==> src/hw/bkm_consts.vh <==
// constants for the b-field keystream mixer
// assumes a single 50 MHz burst clock and a bit-serial keystream source
//
// Contract
// constant-size subfield equals single 2-level b-field size of the slot type
// constant-size mode xors data bits only; crc passes, its keystream bit dropped
// keystream segment indexed from zero to segment length minus one
// q equals segment length minus 40 except configurations 4a and 4b
// encoded format, other configurations: payload uses keystream from bit 40
// encoded format, configuration 4a: payload uses keystream from bit 80
// encoded format, configuration 4b: payload uses keystream from bit 120
// keystream bits after the last used one are discarded to segment end
// concatenated keystream segments are at most 1680 bits long
// subfield x bit i uses keystream bit 80x+i+offset; the mixer uses sub_size*x+i+offset, so 80x only in half slots
// controller holds format, configuration, slot type and ratio stable per burst
`ifndef BKM_CONSTS_VH
`define BKM_CONSTS_VH

// ----------------------------------------
// formats
// ----------------------------------------
`define BKM_FMT_ENCODED 1'b0
`define BKM_FMT_CONST 1'b1

// ----------------------------------------
// modulation configurations
// ----------------------------------------
`define BKM_CFG_1A 3'h0
`define BKM_CFG_1B 3'h1
`define BKM_CFG_2 3'h2
`define BKM_CFG_3 3'h3
`define BKM_CFG_4A 3'h4
`define BKM_CFG_4B 3'h5
`define BKM_CFG_5 3'h6
`define BKM_CFG_6 3'h7

// ----------------------------------------
// slot types
// ----------------------------------------
`define BKM_SLOT_HALF 2'h0
`define BKM_SLOT_FULL 2'h1
`define BKM_SLOT_DOUBLE 2'h2
`define BKM_SLOT_LONG 2'h3

// ----------------------------------------
// single-subfield 2-level b-field sizes
// ----------------------------------------
`define BKM_SIZE_HALF 16'h0050
`define BKM_SIZE_FULL 16'h0140
`define BKM_SIZE_DOUBLE 16'h0320
`define BKM_SIZE_LONG 16'h0280

// ----------------------------------------
// keystream offsets and limits
// ----------------------------------------
`define BKM_OFS_STD 16'h0028
`define BKM_OFS_4A 16'h0050
`define BKM_OFS_4B 16'h0078
`define BKM_KSS_MAX 16'h0690
`define BKM_SUB_CRC 16'h0010

`endif

==> src/hw/bkm_burst_plan.v <==
// burst geometry: keystream start offset, payload length and subfield layout
// assumes its inputs are held stable for the whole burst
`timescale 1ns/100ps
`default_nettype none
`include "bkm_consts.vh"

module bkm_burst_plan (
  // burst setup
  input wire i_format,
  input wire [2:0] i_config,
  input wire [1:0] i_slot,
  input wire [15:0] i_keystream_segment_length,
  input wire [15:0] i_q_4ab,
  input wire [2:0] i_codec_ratio,
  input wire [5:0] i_num_subfields,
  // derived geometry
  output reg [15:0] o_offset,
  output reg [15:0] o_payload_bits,
  output reg [15:0] o_sub_size,
  output reg [15:0] o_sub_data,
  output reg [15:0] o_seg_len
);

  reg [15:0] q;
  reg [31:0] prod;

  always @* begin
    // longer segments than the concatenation limit are clamped
    if (i_keystream_segment_length > `BKM_KSS_MAX) begin
      o_seg_len = `BKM_KSS_MAX;
    end else begin
      o_seg_len = i_keystream_segment_length;
    end
    case (i_config)
      `BKM_CFG_4A: o_offset = `BKM_OFS_4A;
      `BKM_CFG_4B: o_offset = `BKM_OFS_4B;
      default: o_offset = `BKM_OFS_STD;
    endcase
    if (i_config == `BKM_CFG_4A || i_config == `BKM_CFG_4B) begin
      q = i_q_4ab;
    end else begin
      q = o_seg_len - `BKM_OFS_STD;
    end
    case (i_slot)
      `BKM_SLOT_HALF: o_sub_size = `BKM_SIZE_HALF;
      `BKM_SLOT_FULL: o_sub_size = `BKM_SIZE_FULL;
      `BKM_SLOT_DOUBLE: o_sub_size = `BKM_SIZE_DOUBLE;
      default: o_sub_size = `BKM_SIZE_LONG;
    endcase
    o_sub_data = o_sub_size - `BKM_SUB_CRC;
    if (i_format == `BKM_FMT_ENCODED) begin
      prod = q * {13'h0000, i_codec_ratio};
    end else begin
      prod = o_sub_size * {10'h000, i_num_subfields};
    end
    o_payload_bits = prod[15:0];
  end

endmodule // bkm_burst_plan

`default_nettype wire

==> src/hw/bkm_mixer.v <==
// b-field keystream mixer: xors one keystream segment onto a serial payload
// assumes bit-serial keystream, payload and output streams with valid/ready,
// one burst per i_start pulse, and setup inputs held for the burst
`timescale 1ns/100ps
`default_nettype none
`include "bkm_consts.vh"

module bkm_mixer (
  // clock and reset
  input wire i_core_clk,
  input wire i_rstn,
  // burst setup
  input wire i_start,
  input wire i_format,
  input wire [2:0] i_config,
  input wire [1:0] i_slot,
  input wire [15:0] i_keystream_segment_length,
  input wire [15:0] i_q_4ab,
  input wire [2:0] i_codec_ratio,
  input wire [5:0] i_num_subfields,
  // keystream in
  input wire i_ks_valid,
  input wire i_ks_bit,
  output wire o_ks_ready,
  // payload in
  input wire i_pl_valid,
  input wire i_pl_bit,
  output wire o_pl_ready,
  // mixed payload out
  output reg o_out_valid,
  output reg o_out_bit,
  input wire i_out_ready,
  // status
  output wire o_busy,
  output reg o_done
);

  // ----------------------------------------
  // states
  // ----------------------------------------
  localparam [3:0] ST_IDLE = 4'h1;
  localparam [3:0] ST_SKIP = 4'h2;
  localparam [3:0] ST_MIX = 4'h4;
  localparam [3:0] ST_DRAIN = 4'h8;

  reg [3:0] state_q;
  reg [3:0] state_d;
  reg [15:0] ks_idx_q;
  reg [15:0] ks_idx_d;
  reg [15:0] pl_cnt_q;
  reg [15:0] pl_cnt_d;
  reg [15:0] sub_pos_q;
  reg [15:0] sub_pos_d;
  reg out_valid_d;
  reg out_bit_d;
  reg done_d;

  wire [15:0] offset;
  wire [15:0] payload_bits;
  wire [15:0] sub_size;
  wire [15:0] sub_data;
  wire [15:0] seg_len;

  // ----------------------------------------
  // burst geometry
  // ----------------------------------------
  // setup is read combinationally throughout the burst
  bkm_burst_plan u_plan (
    .i_format(i_format),
    .i_config(i_config),
    .i_slot(i_slot),
    .i_keystream_segment_length(i_keystream_segment_length),
    .i_q_4ab(i_q_4ab),
    .i_codec_ratio(i_codec_ratio),
    .i_num_subfields(i_num_subfields),
    .o_offset(offset),
    .o_payload_bits(payload_bits),
    .o_sub_size(sub_size),
    .o_sub_data(sub_data),
    .o_seg_len(seg_len)
  );

  // ----------------------------------------
  // helpers
  // ----------------------------------------
  // true when idx sits on the final position of a run of len bits
  function is_last;
    input [15:0] idx;
    input [15:0] len;
    begin
      is_last = (idx == len - 16'h0001);
    end
  endfunction

  // state after the offset: with no payload the segment goes straight to its tail
  function [3:0] work_state;
    input [15:0] n_bits;
    begin
      if (n_bits == 16'h0000) begin
        work_state = ST_DRAIN;
      end else begin
        work_state = ST_MIX;
      end
    end
  endfunction

  // ----------------------------------------
  // handshakes
  // ----------------------------------------
  wire out_space = ~o_out_valid | i_out_ready;
  // a payload bit moves only with its keystream bit and room at the output
  wire mix_go = (state_q == ST_MIX) & i_ks_valid & i_pl_valid & out_space;
  wire last_ks = is_last(ks_idx_q, seg_len);
  wire last_pl = is_last(pl_cnt_q, payload_bits);
  wire is_data = (i_format == `BKM_FMT_ENCODED) | (sub_pos_q < sub_data);

  assign o_ks_ready = (state_q == ST_SKIP) | (state_q == ST_DRAIN) | mix_go;
  assign o_pl_ready = mix_go;
  assign o_busy = (state_q != ST_IDLE);

  function [15:0] inc16;
    input [15:0] v;
    begin
      inc16 = v + 16'h0001;
    end
  endfunction

  // ----------------------------------------
  // sequencer
  // ----------------------------------------
  always @* begin
    state_d = state_q;
    ks_idx_d = ks_idx_q;
    pl_cnt_d = pl_cnt_q;
    sub_pos_d = sub_pos_q;
    out_valid_d = o_out_valid & ~i_out_ready;
    out_bit_d = o_out_bit;
    done_d = 1'b0;
    case (state_q)
      ST_IDLE: begin
        if (i_start) begin
          ks_idx_d = 16'h0000;
          pl_cnt_d = 16'h0000;
          sub_pos_d = 16'h0000;
          if (seg_len == 16'h0000) begin
            done_d = 1'b1;
          end else if (offset == 16'h0000) begin
            state_d = work_state(payload_bits);
          end else begin
            state_d = ST_SKIP;
          end
        end
      end
      ST_SKIP: begin
        // leading keystream bits ahead of the payload offset are dropped
        if (i_ks_valid) begin
          ks_idx_d = inc16(ks_idx_q);
          if (last_ks) begin
            state_d = ST_IDLE;
            done_d = 1'b1;
          end else if (is_last(ks_idx_q, offset)) begin
            state_d = work_state(payload_bits);
          end
        end
      end
      ST_MIX: begin
        if (mix_go) begin
          out_valid_d = 1'b1;
          // crc positions pass untouched but still use up a keystream bit
          out_bit_d = is_data ? (i_pl_bit ^ i_ks_bit) : i_pl_bit;
          ks_idx_d = inc16(ks_idx_q);
          pl_cnt_d = inc16(pl_cnt_q);
          if (is_last(sub_pos_q, sub_size)) begin
            sub_pos_d = 16'h0000;
          end else begin
            sub_pos_d = inc16(sub_pos_q);
          end
          if (last_ks) begin
            // segment exhausted: payload beyond it is not mixed
            state_d = ST_IDLE;
            done_d = 1'b1;
          end else if (last_pl) begin
            state_d = ST_DRAIN;
          end
        end
      end
      ST_DRAIN: begin
        // unused tail of the segment is consumed and dropped
        if (i_ks_valid) begin
          ks_idx_d = inc16(ks_idx_q);
          if (last_ks) begin
            state_d = ST_IDLE;
            done_d = 1'b1;
          end
        end
      end
      default: begin
        state_d = ST_IDLE;
      end
    endcase
  end

  // ----------------------------------------
  // registers
  // ----------------------------------------
  always @(posedge i_core_clk or negedge i_rstn) begin
    if (!i_rstn) begin
      state_q <= ST_IDLE;
      ks_idx_q <= 16'h0000;
      pl_cnt_q <= 16'h0000;
      sub_pos_q <= 16'h0000;
      o_out_valid <= 1'b0;
      o_out_bit <= 1'b0;
      o_done <= 1'b0;
    end else begin
      state_q <= state_d;
      ks_idx_q <= ks_idx_d;
      pl_cnt_q <= pl_cnt_d;
      sub_pos_q <= sub_pos_d;
      o_out_valid <= out_valid_d;
      o_out_bit <= out_bit_d;
      o_done <= done_d;
    end
  end

endmodule // bkm_mixer

`default_nettype wire

==> config.mk <==
export PLATFORM = sky130hd
export DESIGN_NAME = bkm_mixer
export DESIGN_NICKNAME = d
export VERILOG_FILES = /design/src/hw/bkm_burst_plan.v /design/src/hw/bkm_mixer.v
export VERILOG_INCLUDE_DIRS = /design/src /design/src/hw
export SDC_FILE = /design/constraint.sdc
export NUM_CORES = 1
export LEC_CHECK = 0
export ABC_AREA = 0
export BUFFER_PORTS_ARGS = -buffer_cell sky130_fd_sc_hd__buf_2
export CAP_MARGIN = 20
export CORE_AREA = 2 2 133 135
export DETAILED_ROUTE_END_ITERATION = 12
export DIE_AREA = 0 0 135 137
export MAX_ROUTING_LAYER = met4
export SLEW_MARGIN = 20
export SYNTH_ARGS = -nofsm -noshare
export SYNTH_HDL_FRONTEND = slang
export SYNTH_SLANG_ARGS = --single-unit
export TNS_END_PERCENT = 100
==> constraint.sdc <==
create_clock -name i_core_clk -period 2.3 [get_ports i_core_clk]
set_input_delay 0.345 -clock i_core_clk [delete_from_list [all_inputs] [get_ports i_core_clk]]
set_output_delay 0.345 -clock i_core_clk [all_outputs]
set_load 0.01 [all_outputs]
======== Yosys cells after proc, flatten, opt, wreduce, memory -nomap -nowiden ========
Index checks and enable logic that the tools add are counted.
storage, ports and cells
  register bits after elaboration ......... 55
  latch bits .............................. 0
  memory bits (writable) .................. 0
  bits in read-only memories .............. 0
  input bits .............................. 55
  output and inout port bits .............. 6
  word-level logic and storage cells ...... 102
  memories kept ........................... 0
operators by class
  add/subtract/negate cells ............... 9
  multiply operators ...................... 2
  div/mod/pow operators ................... 0
  $lt $le $gt $ge ......................... 2
  eq/ne operators ......................... 22
  shift operators ......................... 0
  multiplexer cells ....................... 36
  bitwise logic cells ..................... 12
  reductions and logical operators ........ 12
operator list
  operator                                              count
  two-way mux 16 bit                                    9
  equality test 16 bit                                  4
  case mux 16 bit (2 select lines)                      2
  subtractor 16 x 1 -> 16 bit, second input constant    4
  adder 16 x 1 -> 16 bit, second input constant         3
  zero test 16 bit                                      3
  two-way mux 4 bit                                     12
  case mux 16 bit (3 select lines)                      1
  case mux 10 bit (3 select lines)                      1
  > comparator 16 x 11 -> 1 bit, second input constant  1
  less-than comparator 16 bit                           1
  multiplier 10 x 6 -> 16 bit                           1
  multiplier 16 x 3 -> 16 bit                           1
  case mux 4 bit (4 select lines)                       1
  subtractor 16 x 6 -> 16 bit, second input constant    1
  case mux 7 bit (2 select lines)                       1
  != test 2 bit, second input constant                  6
  subtractor 10 x 5 -> 11 bit, second input constant    1
  two-way mux 1 bit                                     8
  AND reduction 8 bit                                   1
  equality test 3 bit, second input constant            2
  AND 1 bit                                             4
  equality test 4 x 1 -> 1 bit, second input constant   1
  equality test 4 x 2 -> 1 bit, second input constant   1
  20 further kinds                                      25

======== Logic depth before layout (Yosys ltp) ========
Gate-level depths: netlist of run 1.
  word-level depth ........................ 12
  mapped depth ............................ 28
  gate-level depth less buffers ........... 24

======== By module ========
Synthesis of run 1 repeated with hierarchy kept, for this count alone.
unflattened totals
  cell total of the unflattened synthesis .. 1128
  area, all modules ....................... 8660.8 um2
modules (own cells, without submodules)
  module          times used  cells each  area each (um2)  seq. area each (um2)
  bkm_mixer       1           692         5486.5           1377.6
  bkm_burst_plan  1           436         3174.3           0.0

======== Least setup slack after synthesis of run 1 ========
OpenSTA, ideal clock, no wires.
  kind .................................... input -> register
  start point ............................. input i_keystream_segment_length[9]
  end point ............................... register state_q[2]
  library setup time ...................... 0.129 ns
  data arrival time ....................... 5.698 ns
  data required time ...................... 2.171 ns
  slack ................................... -3.527 ns
  stages on the path ...................... 26
  buffers on the path ..................... 4
  path through ............................ clkbuf_1 o211ai_1 o211ai_1 buf_2 nand2_1 clkbuf_1 nand2_1 ha_1 inv_1 a21oi_1 nand2_1 xor2_1 a31oi_1 and2_1 fa_1 ha_1 clkbuf_1 and4_1 a211o_1 a41o_1 a211o_1 or3b_2 nor3b_1 xnor3_1 nor4_2 o21ai_1
on the way
  word-level cells in the longest chain between the ends .. 12
  elaborated cells on any way between the ends .. 27
  classes of those cells .................. 3 x add/sub; 1 x mul; 1 x order compare; 6 x eq/ne; 13 x mux; 3 x reduce/logical
ends and longest elaborated chain
  what                                                                                  line                 source
  start: declaration                                                                    bkm_mixer.v:17       input wire [15:0] i_keystream_segment_length,
  > comparator 16 x 11 -> 1 bit (no source line)                                        --
  two-way mux 16 bit *                                                                  bkm_burst_plan.v:29  if (i_keystream_segment_length > `BKM_KSS_MAX) begin
  parallel branches: the longest is 10 deep, another holds subtractor 16 x 6 -> 16 bit  --
  end signal: assignment                                                                bkm_mixer.v:216      state_q <= state_d;
  end: declaration                                                                      bkm_mixer.v:46       reg [3:0] state_q;
Mark *: on every way between the ends. The select of a mux whose other input is x is not followed.
A chain may end at the register's enable or synchronous reset.

======== Worst setup path after layout of run 1 ========
  start point ............................. input i_slot[0]
  end point ............................... register state_q[2]
on the way
  word-level cells in the longest chain between the ends .. 10
  elaborated cells on any way between the ends .. 19
  classes of those cells .................. 1 x add/sub; 1 x mul; 4 x eq/ne; 10 x mux; 3 x reduce/logical
ends and longest elaborated chain
  what                                                                                 line                 source
  start: declaration                                                                   bkm_mixer.v:16       input wire [1:0] i_slot,
  equality test 2 bit, or another cell as far along                                    bkm_burst_plan.v:44  case (i_slot)
  case mux 10 bit (3 select lines) *                                                   bkm_burst_plan.v:44
  multiplier 10 x 6 -> 16 bit *                                                        bkm_burst_plan.v:54  prod = o_sub_size * {10'h000, i_num_subfields};
  two-way mux 16 bit *                                                                 bkm_burst_plan.v:51  if (i_format == `BKM_FMT_ENCODED) begin
  parallel branches: the longest is 6 deep, another holds subtractor 16 x 1 -> 16 bit  --
Marks and branches as above.

==> results.yml, run 1 <==
floorplanning:
  floorplan.die_area_mm2: 0.0185
  die-height_um: 137
  placement_rows: 48
  floorplan.initialDensity_pct: 44.2
  area_of_the_placeable_core_mm2: 0.0171
  ioPinCount: 61
  die_w_um: 135
synthesis:
  postSynthNetCount: 1079
  syn_area_mm2: 0.00754
  portion_of_the_post_synthesis_area_used_by_sequential_elements_pct: 18.3
  synthCells: 941
  avgSynthCellArea_um2: 8.01
  ffs_w_async_s_r_synth_pct: 100
  synth_enable_flop_cells: 0
  synth.ff_latch_count: 55
  yosys.cell_types.count: 96
  synth_warnings: 0
  post_synth_top_flop: "dfrtp_1"
detailed_routing:
  ant_nets: 0
  drc: 0
  route.final.wire_length_mm: 21.6
  drt_iter0_drc: 435
  detail_route.wl_per_cell_um: 15.2
  viasPerCell: 5.34
  drt_pass1_iterations: 5
  via_count: 7600
clock_network:
  clk_pin_slew_ns: 0.08
  tritoncts_buffer_count: 5
  cts.path.max_buffers: 2
  h_tree_depth: 2
  cts_num_sinks: 55
  cts_tree: "done"
  clockRootBuffer: "clkbuf_16"
  worstSkewPairLatency_ns: 0.30
timing:
  finalClockSkew_ns: 0.00916
  min_period_over_period_pct: 214
  grt_setup_unrepaired: "yes"
  minimum_clock_period_ns: 4.93
  final-setup-viol-count: 5
  slew-limit-headroom_pct: 68.1
  timing_max_transition_violations_final: 0
  fin_ws_ns: -2.63
  final-hold-violation-count: 0
  tns_ns: -8.69
  clock.fmax_mhz: 203
  tightest_slew_ns: 0.479
power:
  p_leak_nw: 4.85
  power_density_mw_per_mm2: 509
  peakVddDrop_mv: 0.524
run:
  drv_cap: 0
global_routing:
  antenna_found_initial: 0
  grt_start_max_net_pins: 43
  track_usage_pct: 24.0
  grt_overflow: 0
  grt_pass1_vias: 7309
  wire_length_of_the_first_global_routing_pass_mm: 35.5
finish:
  layout_cell_share_with_drive_strength_beyond_1_pct: 36.8
  layout_common_cells: "buf_4 (218), nor2_1 (82), nand2_1 (78), dfrtp_1 (52), buf_2 (51)"
  final_net_count: 1334
  antenna-diode-count: 0
  area_delta_synth_final_pct: 40.7
  utilization_after_layout_pct: 62.2
  fillers: 1526
  mostFrequentLayoutCell: "buf_4"
setup_path:
  critPathArrivalTime_ns: 5.12
  crit-reg2reg-launch: "ks_idx_q[2]$_DFFE_PN0P_"
  regToRegSetupSlack_ns: -0.01
  worst_r2r_endpoint: "state_q[3]$_DFFE_PN0P_"
  cp-end-kind: "flip-flop"
  crit_required_ns: 2.49
  ff2ff_path_depth: 10
  path_max_fanout: 4
  kind_of_start_point_of_the_critical_path: "input port"
  worst-setup-path-type: "input port to flip-flop"
min_path:
  worst_min_delay_path_endpoint: "o_out_bit$_DFFE_PN0P_"
  worst_hold_check_path_type: "input port to flip-flop"
  min_path_cells: 3
  hp-start: "i_pl_bit"
placement:
  gp_congestion: 0.882
  pre_cts_slack_ns: -3.13
  numPortBuffers: 60
  place.detailed.hpwl_mm: 16.8
status:
  failed_checks: "negative setup slack"
  run_status: "finished, violations left"
registers in the layout, indices dropped and copies added (netlist names):
name,cells
ks_idx_q,16
o_done,1
o_out_bit,1
o_out_valid,1
pl_cnt_q,16
state_q,4
sub_pos_q,16
cells in the mapped netlist, types with 8 or more instances:
library cell   n  area, um2
nor2_1        93        349
nand2_1       86        323
o21ai_0       61        305
dfrtp_1       54       1350
ha_1          52        651
inv_1         50        188
and2_1        47        294
a21oi_1       40        200
xnor2_1       36        315
nand3_1       34        170
fa_1          31        621
xor2_1        31        272
clkbuf_1      27        101
nor3_1        22        110
nor2b_1       19        119
and3_1        15       93.8
a31oi_1       12       75.1
nand4_1       11       68.8
nor3b_1       11       82.6
buf_2         10       50.1
nand2b_1       9       56.3
nor4_1         9       56.3
o211ai_1       9       67.6
or2_2          9       56.3
o21a_1         8       60.1
o31ai_1        8       60.1
or3_1          8       50.1
cell families (layout without fill, tap and decap cells):
group                      count (synthesis)  in the layout  synth area share (%)
AOI/OAI and AO/OA                        214            214                  19.4
DFF                                       55             55                  18.3
and+or+nand+nor                          414            414                  30.0
adders and majority gates                 83             83                  16.9
muxes                                      7              7                 0.979
buffers and inverters                     97            353                  5.51
xor gates and xnor gates                  71             71                  8.98
power breakdown:
part           total [mW]  switching [mW]  internal, mW  leakage [nW]
sequential           1.15           0.108          1.05         0.756
combinational        3.45            1.66          1.79          4.03
clock               0.793           0.379         0.414        0.0719
critical path: stages:
cell      delay [ns]
buf_12          0.10
clkinv_8        0.06
ha_4            0.16
nor2_4          0.12
nor2_4          0.06
buf_4           0.13
and2_4          0.15
fa_1            0.60
ha_4            0.22
fa_1            0.57
inv_2           0.05
fa_2            0.37
nor2b_4         0.12
o31a_1          0.16
buf_4           0.12
o31a_1          0.18
nor4_2          0.06
a211o_1         0.24
or3b_4          0.42
or4b_4          0.52
a21oi_4         0.16
o31a_1          0.14
o21ai_1         0.05
worst max path at each step:
stage,startpoint,endpoint,slack (ns),cells past startpoint
floorplan,i_keystream_segment_length[6],state_q[2]$_DFFE_PN0P_,-2.92,24
global placement,i_keystream_segment_length[8],state_q[2]$_DFFE_PN0P_,-3.02,22
detailed placement,i_keystream_segment_length[8],state_q[2]$_DFFE_PN0P_,-3.13,22
CTS,i_keystream_segment_length[4],state_q[3]$_DFFE_PN0P_,-2.66,24
global route,i_slot[0],state_q[3]$_DFFE_PN0P_,-2.80,20
finish,i_slot[0],state_q[2]$_DFFE_PN0P_,-2.63,23
what timing repair did:
item                                   in CTS  in global routing
pin swaps                                  49                 46
resized for setup                          63                102
buffers inserted                           11                 13
endpoints found under the hold margin      13                  0
gates cloned                                0                  0
setup endpoints to repair                  28                 39
hold buffers                                1                  0
area by class of cell:
type                            instances  area [um2]  share of cell area (%)
Multi-Input combinational cell        789        6370                    60.1
Tap cell                              225         282                    2.65
Timing Repair Buffer                  294        2210                    20.8
Clock buffer                            5         125                    1.18
Inverter                               51         214                    2.02
Clock inverter                          3        27.5                   0.259
Sequential cell                        55        1380                    13.0
per-stage QoR:
step	instances	power (mW)	area, um2	hold slack (ns)
after global routing	1422	5.82	10600	0.363
final	1422	5.40	10600	0.367
after floorplan	941	2.90	7730	0.0494
after CTS	1410	5.10	10100	0.359
after global placement	1390	4.07	9630	0.267
after detailed placement	1390	4.10	9630	0.269
layer usage:
| metal | track usage [%] | part of all wire (%) | wire length (um) |
|---|---|---|---|
| met5 | - | 0 | 0 |
| met4 | 4.92 | 1.5 | 316 |
| met3 | 1.37 | 2.6 | 562 |
| met2 | 40.2 | 49 | 10500 |
| met1 | 32.5 | 47 | 10300 |
Power figures use the tool's default switching activity.
==> run 2: changes to the inputs <==
==> constraint.sdc (replaced) <==
create_clock -name i_core_clk -period 6.3 [get_ports i_core_clk]
set_input_delay 0.945 -clock i_core_clk [delete_from_list [all_inputs] [get_ports i_core_clk]]
set_output_delay 0.945 -clock i_core_clk [all_outputs]
set_load 0.01 [all_outputs]
==> run 2 against run 1 <==
Net effect:
- die area stayed put
- routed wire length decreased by 12%
- sequential share of layout area rose by 3.4 points
- critical path type unchanged
- critical endpoint unchanged
- the flow now finishes without violations
- first-iteration DRC count decreased by 10%
- highest routed layer unchanged
- sequential power shrank 64%
- non-clock buffer count fell by 196
==> results.yml, run 2 (synthesis results as in run 1) <==
power:
  comb_power_share_pct: 53.2
  seqPwrFrac_pct: 26.2
  p_sw_share_pct: 41.4
  power_density_mw_per_mm2: 190
  peakVddDrop_mv: 0.206
  p_leak_nw: 3.74
  share_of_power_burned_in_the_clock_network_pct: 20.6
  power.switching_uw: 661
  cell_internal_pwr_uw: 934
timing:
  tightest_slew_ns: 0.760
  slew-limit-headroom_pct: 49.1
  finalClockSkew_ns: 0.00658
  min_period_over_period_pct: 95.0
  hold-worst-slack_ns: 0.517
  grt_setup_unrepaired: "no"
  clock.fmax_mhz: 167
  tns_ns: 0
  minimum_clock_period_ns: 5.98
  final-hold-violation-count: 0
  final-setup-viol-count: 0
  timing_max_transition_violations_final: 0
setup_path:
  ff2ff_path_depth: 8
  worst-setup-path-type: "input port to flip-flop"
  critPathArrivalTime_ns: 6.16
  path_max_fanout: 8
  kind_of_start_point_of_the_critical_path: "input port"
  cp_num_cells: 18
  cpLargestDelayFamily: "adder cells"
  timing.critical_path.slowest_stage_cell: "fa_1"
  cp.buffers_inverters: 1
  max_stage_delay_ns: 0.52
  timing.critical_path.mode_cell: "fa_1"
  crit_path_cell_trace: "buf_2 > ha_1 > nor2_1 > and2_1 > fa_1 > fa_1 > fa_1 > ha_1 > nor2b_1 > o31a_1 > nor4_1 > nor4_1 > a211o_1 > or3b_2 > or4b_1 > a21oi_1 > o31a_1 > o21ai_1"
  crit_required_ns: 6.48
  cp-end-kind: "flip-flop"
detailed_routing:
  via_count: 6939
  drt_pass1_iterations: 6
  viasPerCell: 5.66
  detail_route.wl_per_cell_um: 15.5
  drt_iter0_drc: 391
  drc: 0
  ant_nets: 0
  route.final.wire_length_mm: 19.0
placement:
  numPortBuffers: 60
  place.detailed.hpwl_mm: 15.2
  gp_congestion: 0.898
floorplanning:
  die_w_um: 135
  placement_rows: 48
  floorplan.die_area_mm2: 0.0185
  area_of_the_placeable_core_mm2: 0.0171
  ioPinCount: 61
  die-height_um: 137
  floorplan.initialDensity_pct: 44.2
min_path:
  worst_hold_check_path_type: "flip-flop to flip-flop"
  min_path_cells: 1
finish:
  layout_cell_share_with_drive_strength_beyond_1_pct: 15.2
  fillers: 1719
  antenna-diode-count: 0
  mostFrequentLayoutCell: "nor2_1"
  reg.largest.list: "ks_idx_q (16), pl_cnt_q (16), sub_pos_q (16)"
  final_net_count: 1138
  layout_common_cells: "nor2_1 (93), nand2_1 (86), o21ai_0 (61), buf_2 (60), dfrtp_1 (54)"
  area_delta_synth_final_pct: 11.2
global_routing:
  track_usage_pct: 21.9
  wire_length_of_the_first_global_routing_pass_mm: 32.2
  antenna_found_initial: 0
  grt_start_max_net_pins: 56
  grt_overflow: 0
  grt_pass1_vias: 6578
clock_network:
  clk_pin_slew_ns: 0.08
  cts_tree: "done"
  cts.path.max_buffers: 2
  cts_num_sinks: 55
  clockRootBuffer: "clkbuf_16"
  worstSkewPairLatency_ns: 0.30
  tritoncts_buffer_count: 5
  h_tree_depth: 2
run:
  drv_cap: 0
status:
  run_status: "completed"
==> run 2: cell types whose count changed in the layout (fill, tap and decap cells not counted), sizes merged <==
| cell | change |
|---|---|
| buf | -195 |
| bufinv | +1 |
| clkinv | -1 |
| clkinvlp | -1 |
| dlygate4sd3 | -1 |
| inv | +1 |
==> run 2: final cells by class <==
cell class | count | area, um2 | share of cell area, %
inverter | 51 | 191 | 2.28
tap | 225 | 282 | 3.36
multi-input combinational | 789 | 5780 | 68.9
clock buffer | 5 | 125 | 1.49
clock inverter | 3 | 47.5 | 0.567
sequential | 55 | 1380 | 16.4
timing repair buffer | 98 | 586 | 6.98
==> run 2: layer usage <==
| layer | vias to the layer above | GRT usage [%] | routed length, um |
|---|---|---|---|
| met2 | 105 | 36.6 | 9060 |
| met5 | - | - | 0 |
| met3 | 13 | 1.85 | 497 |
| met1 | 3355 | 29.6 | 9270 |
| li1 | 3466 | - | - |
| met4 | 0 | 3.59 | 189 |
==> run 2: worst reg2reg max path: cells and delay by family, from the launching register on <==
kind | cells | cell delay, ns
and+or+nand+nor | 7 | 2.28
DFF | 1 | 0.43
xor gates and xnor gates | 1 | 0.15
==> run 2: worst paths after layout <==
path	to	slack (ns)	start
worst max-delay path	state_q[2]$_DFFE_PN0P_	0.32	i_slot[0]
worst min-delay path	sub_pos_q[0]$_DFFE_PN0P_	0.52	sub_pos_q[0]$_DFFE_PN0P_
worst max register to register	pl_cnt_q[7]$_DFFE_PN0P_	3.31	state_q[1]$_DFFE_PN0P_
worst min register to register	sub_pos_q[0]$_DFFE_PN0P_	0.52	sub_pos_q[0]$_DFFE_PN0P_
max in group asynchronous	sub_pos_q[2]$_DFFE_PN0P_	5.01	i_rstn
min in group asynchronous	ks_idx_q[6]$_DFFE_PN0P_	0.77	i_rstn
==> run 2: timing repair <==
item | CTS | global route
resized for setup | 0 | 4
buffers inserted | 0 | 0
endpoints found under the setup margin | 0 | 2
hold endpoints to repair | 0 | 0
hold buffers | 0 | 0
==> run 2: power by group through the flow <==
| stage | Clock (mW) | Combinational, mW | Sequential [mW] |
|---|---|---|---|
| floorplan | 0 | 0.620 | 0.413 |
| global placement | 0 | 0.842 | 0.424 |
| detailed placement | 0 | 0.843 | 0.423 |
| CTS | 0.340 | 0.851 | 0.417 |
| global route | 0.355 | 0.955 | 0.421 |
| finish | 0.329 | 0.849 | 0.417 |
==> run 2: metrics by stage <==
step | total power [mW] | cells | util (%) | area, um2 | setup WS, ns
floorplan | 1.03 | 941 | - | 7550 | 0.00715
detailed placement | 1.27 | 1218 | 48.0 | 8190 | 0.0258
finish | 1.59 | 1226 | 49.2 | 8380 | 0.316
global route | 1.73 | 1226 | 49.2 | 8380 | 0.0123
global placement | 1.27 | 1218 | 48.0 | 8190 | 0.101
CTS | 1.61 | 1226 | 49.0 | 8360 | 0.329
==> run 3: changes to the inputs <==
--- a/config.mk
+++ b/config.mk
@@ -9,9 +9,10 @@
 export ABC_AREA = 0
 export BUFFER_PORTS_ARGS = -buffer_cell sky130_fd_sc_hd__buf_2
 export CAP_MARGIN = 20
-export CORE_AREA = 2 2 133 135
+export CORE_AREA = 2 2 162 164
 export DETAILED_ROUTE_END_ITERATION = 12
-export DIE_AREA = 0 0 135 137
+export DIE_AREA = 0 0 164 166
+export GPL_ROUTABILITY_DRIVEN = 0
 export MAX_ROUTING_LAYER = met4
 export SLEW_MARGIN = 20
 export SYNTH_ARGS = -nofsm -noshare
==> run 3 against run 2 <==
Net effect:
- power down 3.6%
- sequential share of layout area is 0.10 points lower
- clock power is 15% lower
- hold slack better by 0.0039 ns
- fmax grew 0.76%
- count of clock-buffer cells in the layout increased by 1
- via count fell by 0.52%
- die area grew 47%
- final cell count up 8.6%
- global-route usage decreased by 6.8 points
==> results.yml, run 3 (synthesis results as in run 1) <==
global_routing:
  grt_start_max_net_pins: 56
  grt_pass1_vias: 6830
  wire_length_of_the_first_global_routing_pass_mm: 33.1
  antenna_found_initial: 0
  grt_overflow: 0
  track_usage_pct: 15.1
power:
  power.total_mw: 1.54
  peakVddDrop_mv: 0.109
  p_leak_nw: 3.70
  power_density_mw_per_mm2: 182
timing:
  tns_ns: 0
  final-hold-violation-count: 0
  min_period_over_period_pct: 94.3
  final-setup-viol-count: 0
  minimum_clock_period_ns: 5.94
  finalClockSkew_ns: 0.00510
  clock.fmax_mhz: 168
  tightest_slew_ns: 0.746
  grt_setup_unrepaired: "no"
  timing_max_transition_violations_final: 0
  hold-worst-slack_ns: 0.521
  fin_ws_ns: 0.362
  slew-limit-headroom_pct: 50.3
detailed_routing:
  viasPerCell: 5.18
  route.final.wire_length_mm: 19.7
  drt_iter0_drc: 465
  drt_pass1_iterations: 4
  detail_route.wl_per_cell_um: 14.8
  via_count: 6903
  drc: 0
  ant_nets: 0
placement:
  numPortBuffers: 60
  place.detailed.hpwl_mm: 16.0
  pre_cts_slack_ns: 0.0381
  place.detailed.instances: 1324
finish:
  fillers: 2688
  layout_cell_share_with_drive_strength_beyond_1_pct: 14.4
  antenna-diode-count: 0
  area_delta_synth_final_pct: 11.9
  mostFrequentLayoutCell: "nor2_1"
  instances_no_fill: 1332
  reg.largest.list: "ks_idx_q (16), pl_cnt_q (16), sub_pos_q (16)"
  layout_common_cells: "nor2_1 (93), nand2_1 (86), o21ai_0 (61), buf_2 (60), dfrtp_1 (54)"
  final_net_count: 1134
clock_network:
  clockRootBuffer: "clkbuf_16"
  cts_setup_buffers: 0
  cts.path.max_buffers: 2
  h_tree_depth: 2
  worstSkewPairLatency_ns: 0.30
  tritoncts_buffer_count: 5
  cts_num_sinks: 55
  clk_pin_slew_ns: 0.07
  postCtsResizedCells: 0
  holdBufCountCts: 0
  cts_tree: "done"
setup_path:
  critPathArrivalTime_ns: 6.11
  path_max_fanout: 8
  timing.critical_path.mode_cell: "fa_1"
  max_stage_delay_ns: 0.52
  cpLargestDelayFamily: "adder cells"
  worst-setup-path-type: "input port to flip-flop"
  timing.critical_path.slowest_stage_cell: "fa_1"
  cp-end-kind: "flip-flop"
  kind_of_start_point_of_the_critical_path: "input port"
  crit_path_cell_trace: "buf_2 > ha_1 > nor2_1 > and2_1 > fa_1 > fa_1 > fa_1 > ha_1 > nor2b_1 > o31a_1 > nor4_1 > nor4_1 > a211o_1 > or3b_2 > nor3b_1 > xnor3_1 > nor4_2 > o21ai_1"
  crit_required_ns: 6.48
  regToRegSetupSlack_ns: 3.31
  cp.buffers_inverters: 1
floorplanning:
  die-height_um: 166
  placement_rows: 59
  area_of_the_placeable_core_mm2: 0.0256
  die_w_um: 164
  ioPinCount: 61
  floorplan.initialDensity_pct: 29.4
  floorplan.die_area_mm2: 0.0272
run:
  drv_cap: 0
status:
  run_status: "completed"
min_path:
  worst_hold_check_path_type: "flip-flop to flip-flop"
[run 3: metal layers]
metal | part of all wire (%) | wire length (um) | GRT usage (%) | vias to the layer above
met4 | 2.4 | 470 | 4.69 | 0
met3 | 3.1 | 614 | 1.52 | 27
li1 | - | - | - | 3450
met2 | 50 | 9820 | 26.1 | 125
met1 | 45 | 8750 | 18.3 | 3301
met5 | 0 | 0 | - | -
[run 3: stage by stage]
step                      cell area, um2  util, %
after floorplan                     7550        -
after global placement              8290     32.4
after detailed placement            8290     32.4
after CTS                           8430     32.9
after global routing                8440     32.9
final                               8440     32.9
[run 3: worst reg2reg max path, stage by stage (launching register included)]
cell	delay [ns]
dfrtp_1	0.43
nor4b_1	0.66
nor2_1	0.18
nor2_1	0.57
nand4_1	0.43
nor2_1	0.28
nand3_1	0.12
xor2_1	0.15
nor2_1	0.05
[run 3: power by group]
group          leakage [nW]  total (mW)  switching [mW]  internal [mW]
Combinational          2.87       0.842           0.487          0.356
Clock                0.0669       0.279           0.132          0.147
Sequential            0.759       0.417          0.0355          0.381
[run 3: cell type report]
class	count	area, um2	area share, %
multi-input combinational	789	5750	68.2
clock inverter	2	12.5	0.148
sequential	55	1380	16.3
inverter	51	191	2.27
clock buffer	6	129	1.53
timing repair buffer	94	556	6.59
tap	335	419	4.97
[run 3: path summary, 6_finish.rpt]
kind                                               start                  endpoint  depth (start not counted)
worst max-delay path                           i_slot[0]    state_q[2]$_DFFE_PN0P_                         18
worst min-delay path            sub_pos_q[9]$_DFFE_PN0P_  sub_pos_q[9]$_DFFE_PN0P_                          1
worst max register to register    state_q[1]$_DFFE_PN0P_   pl_cnt_q[7]$_DFFE_PN0P_                          8
worst min register to register  sub_pos_q[9]$_DFFE_PN0P_  sub_pos_q[9]$_DFFE_PN0P_                          1
max in group asynchronous                         i_rstn  sub_pos_q[0]$_DFFE_PN0P_                          2
min in group asynchronous                         i_rstn   ks_idx_q[5]$_DFFE_PN0P_                          2
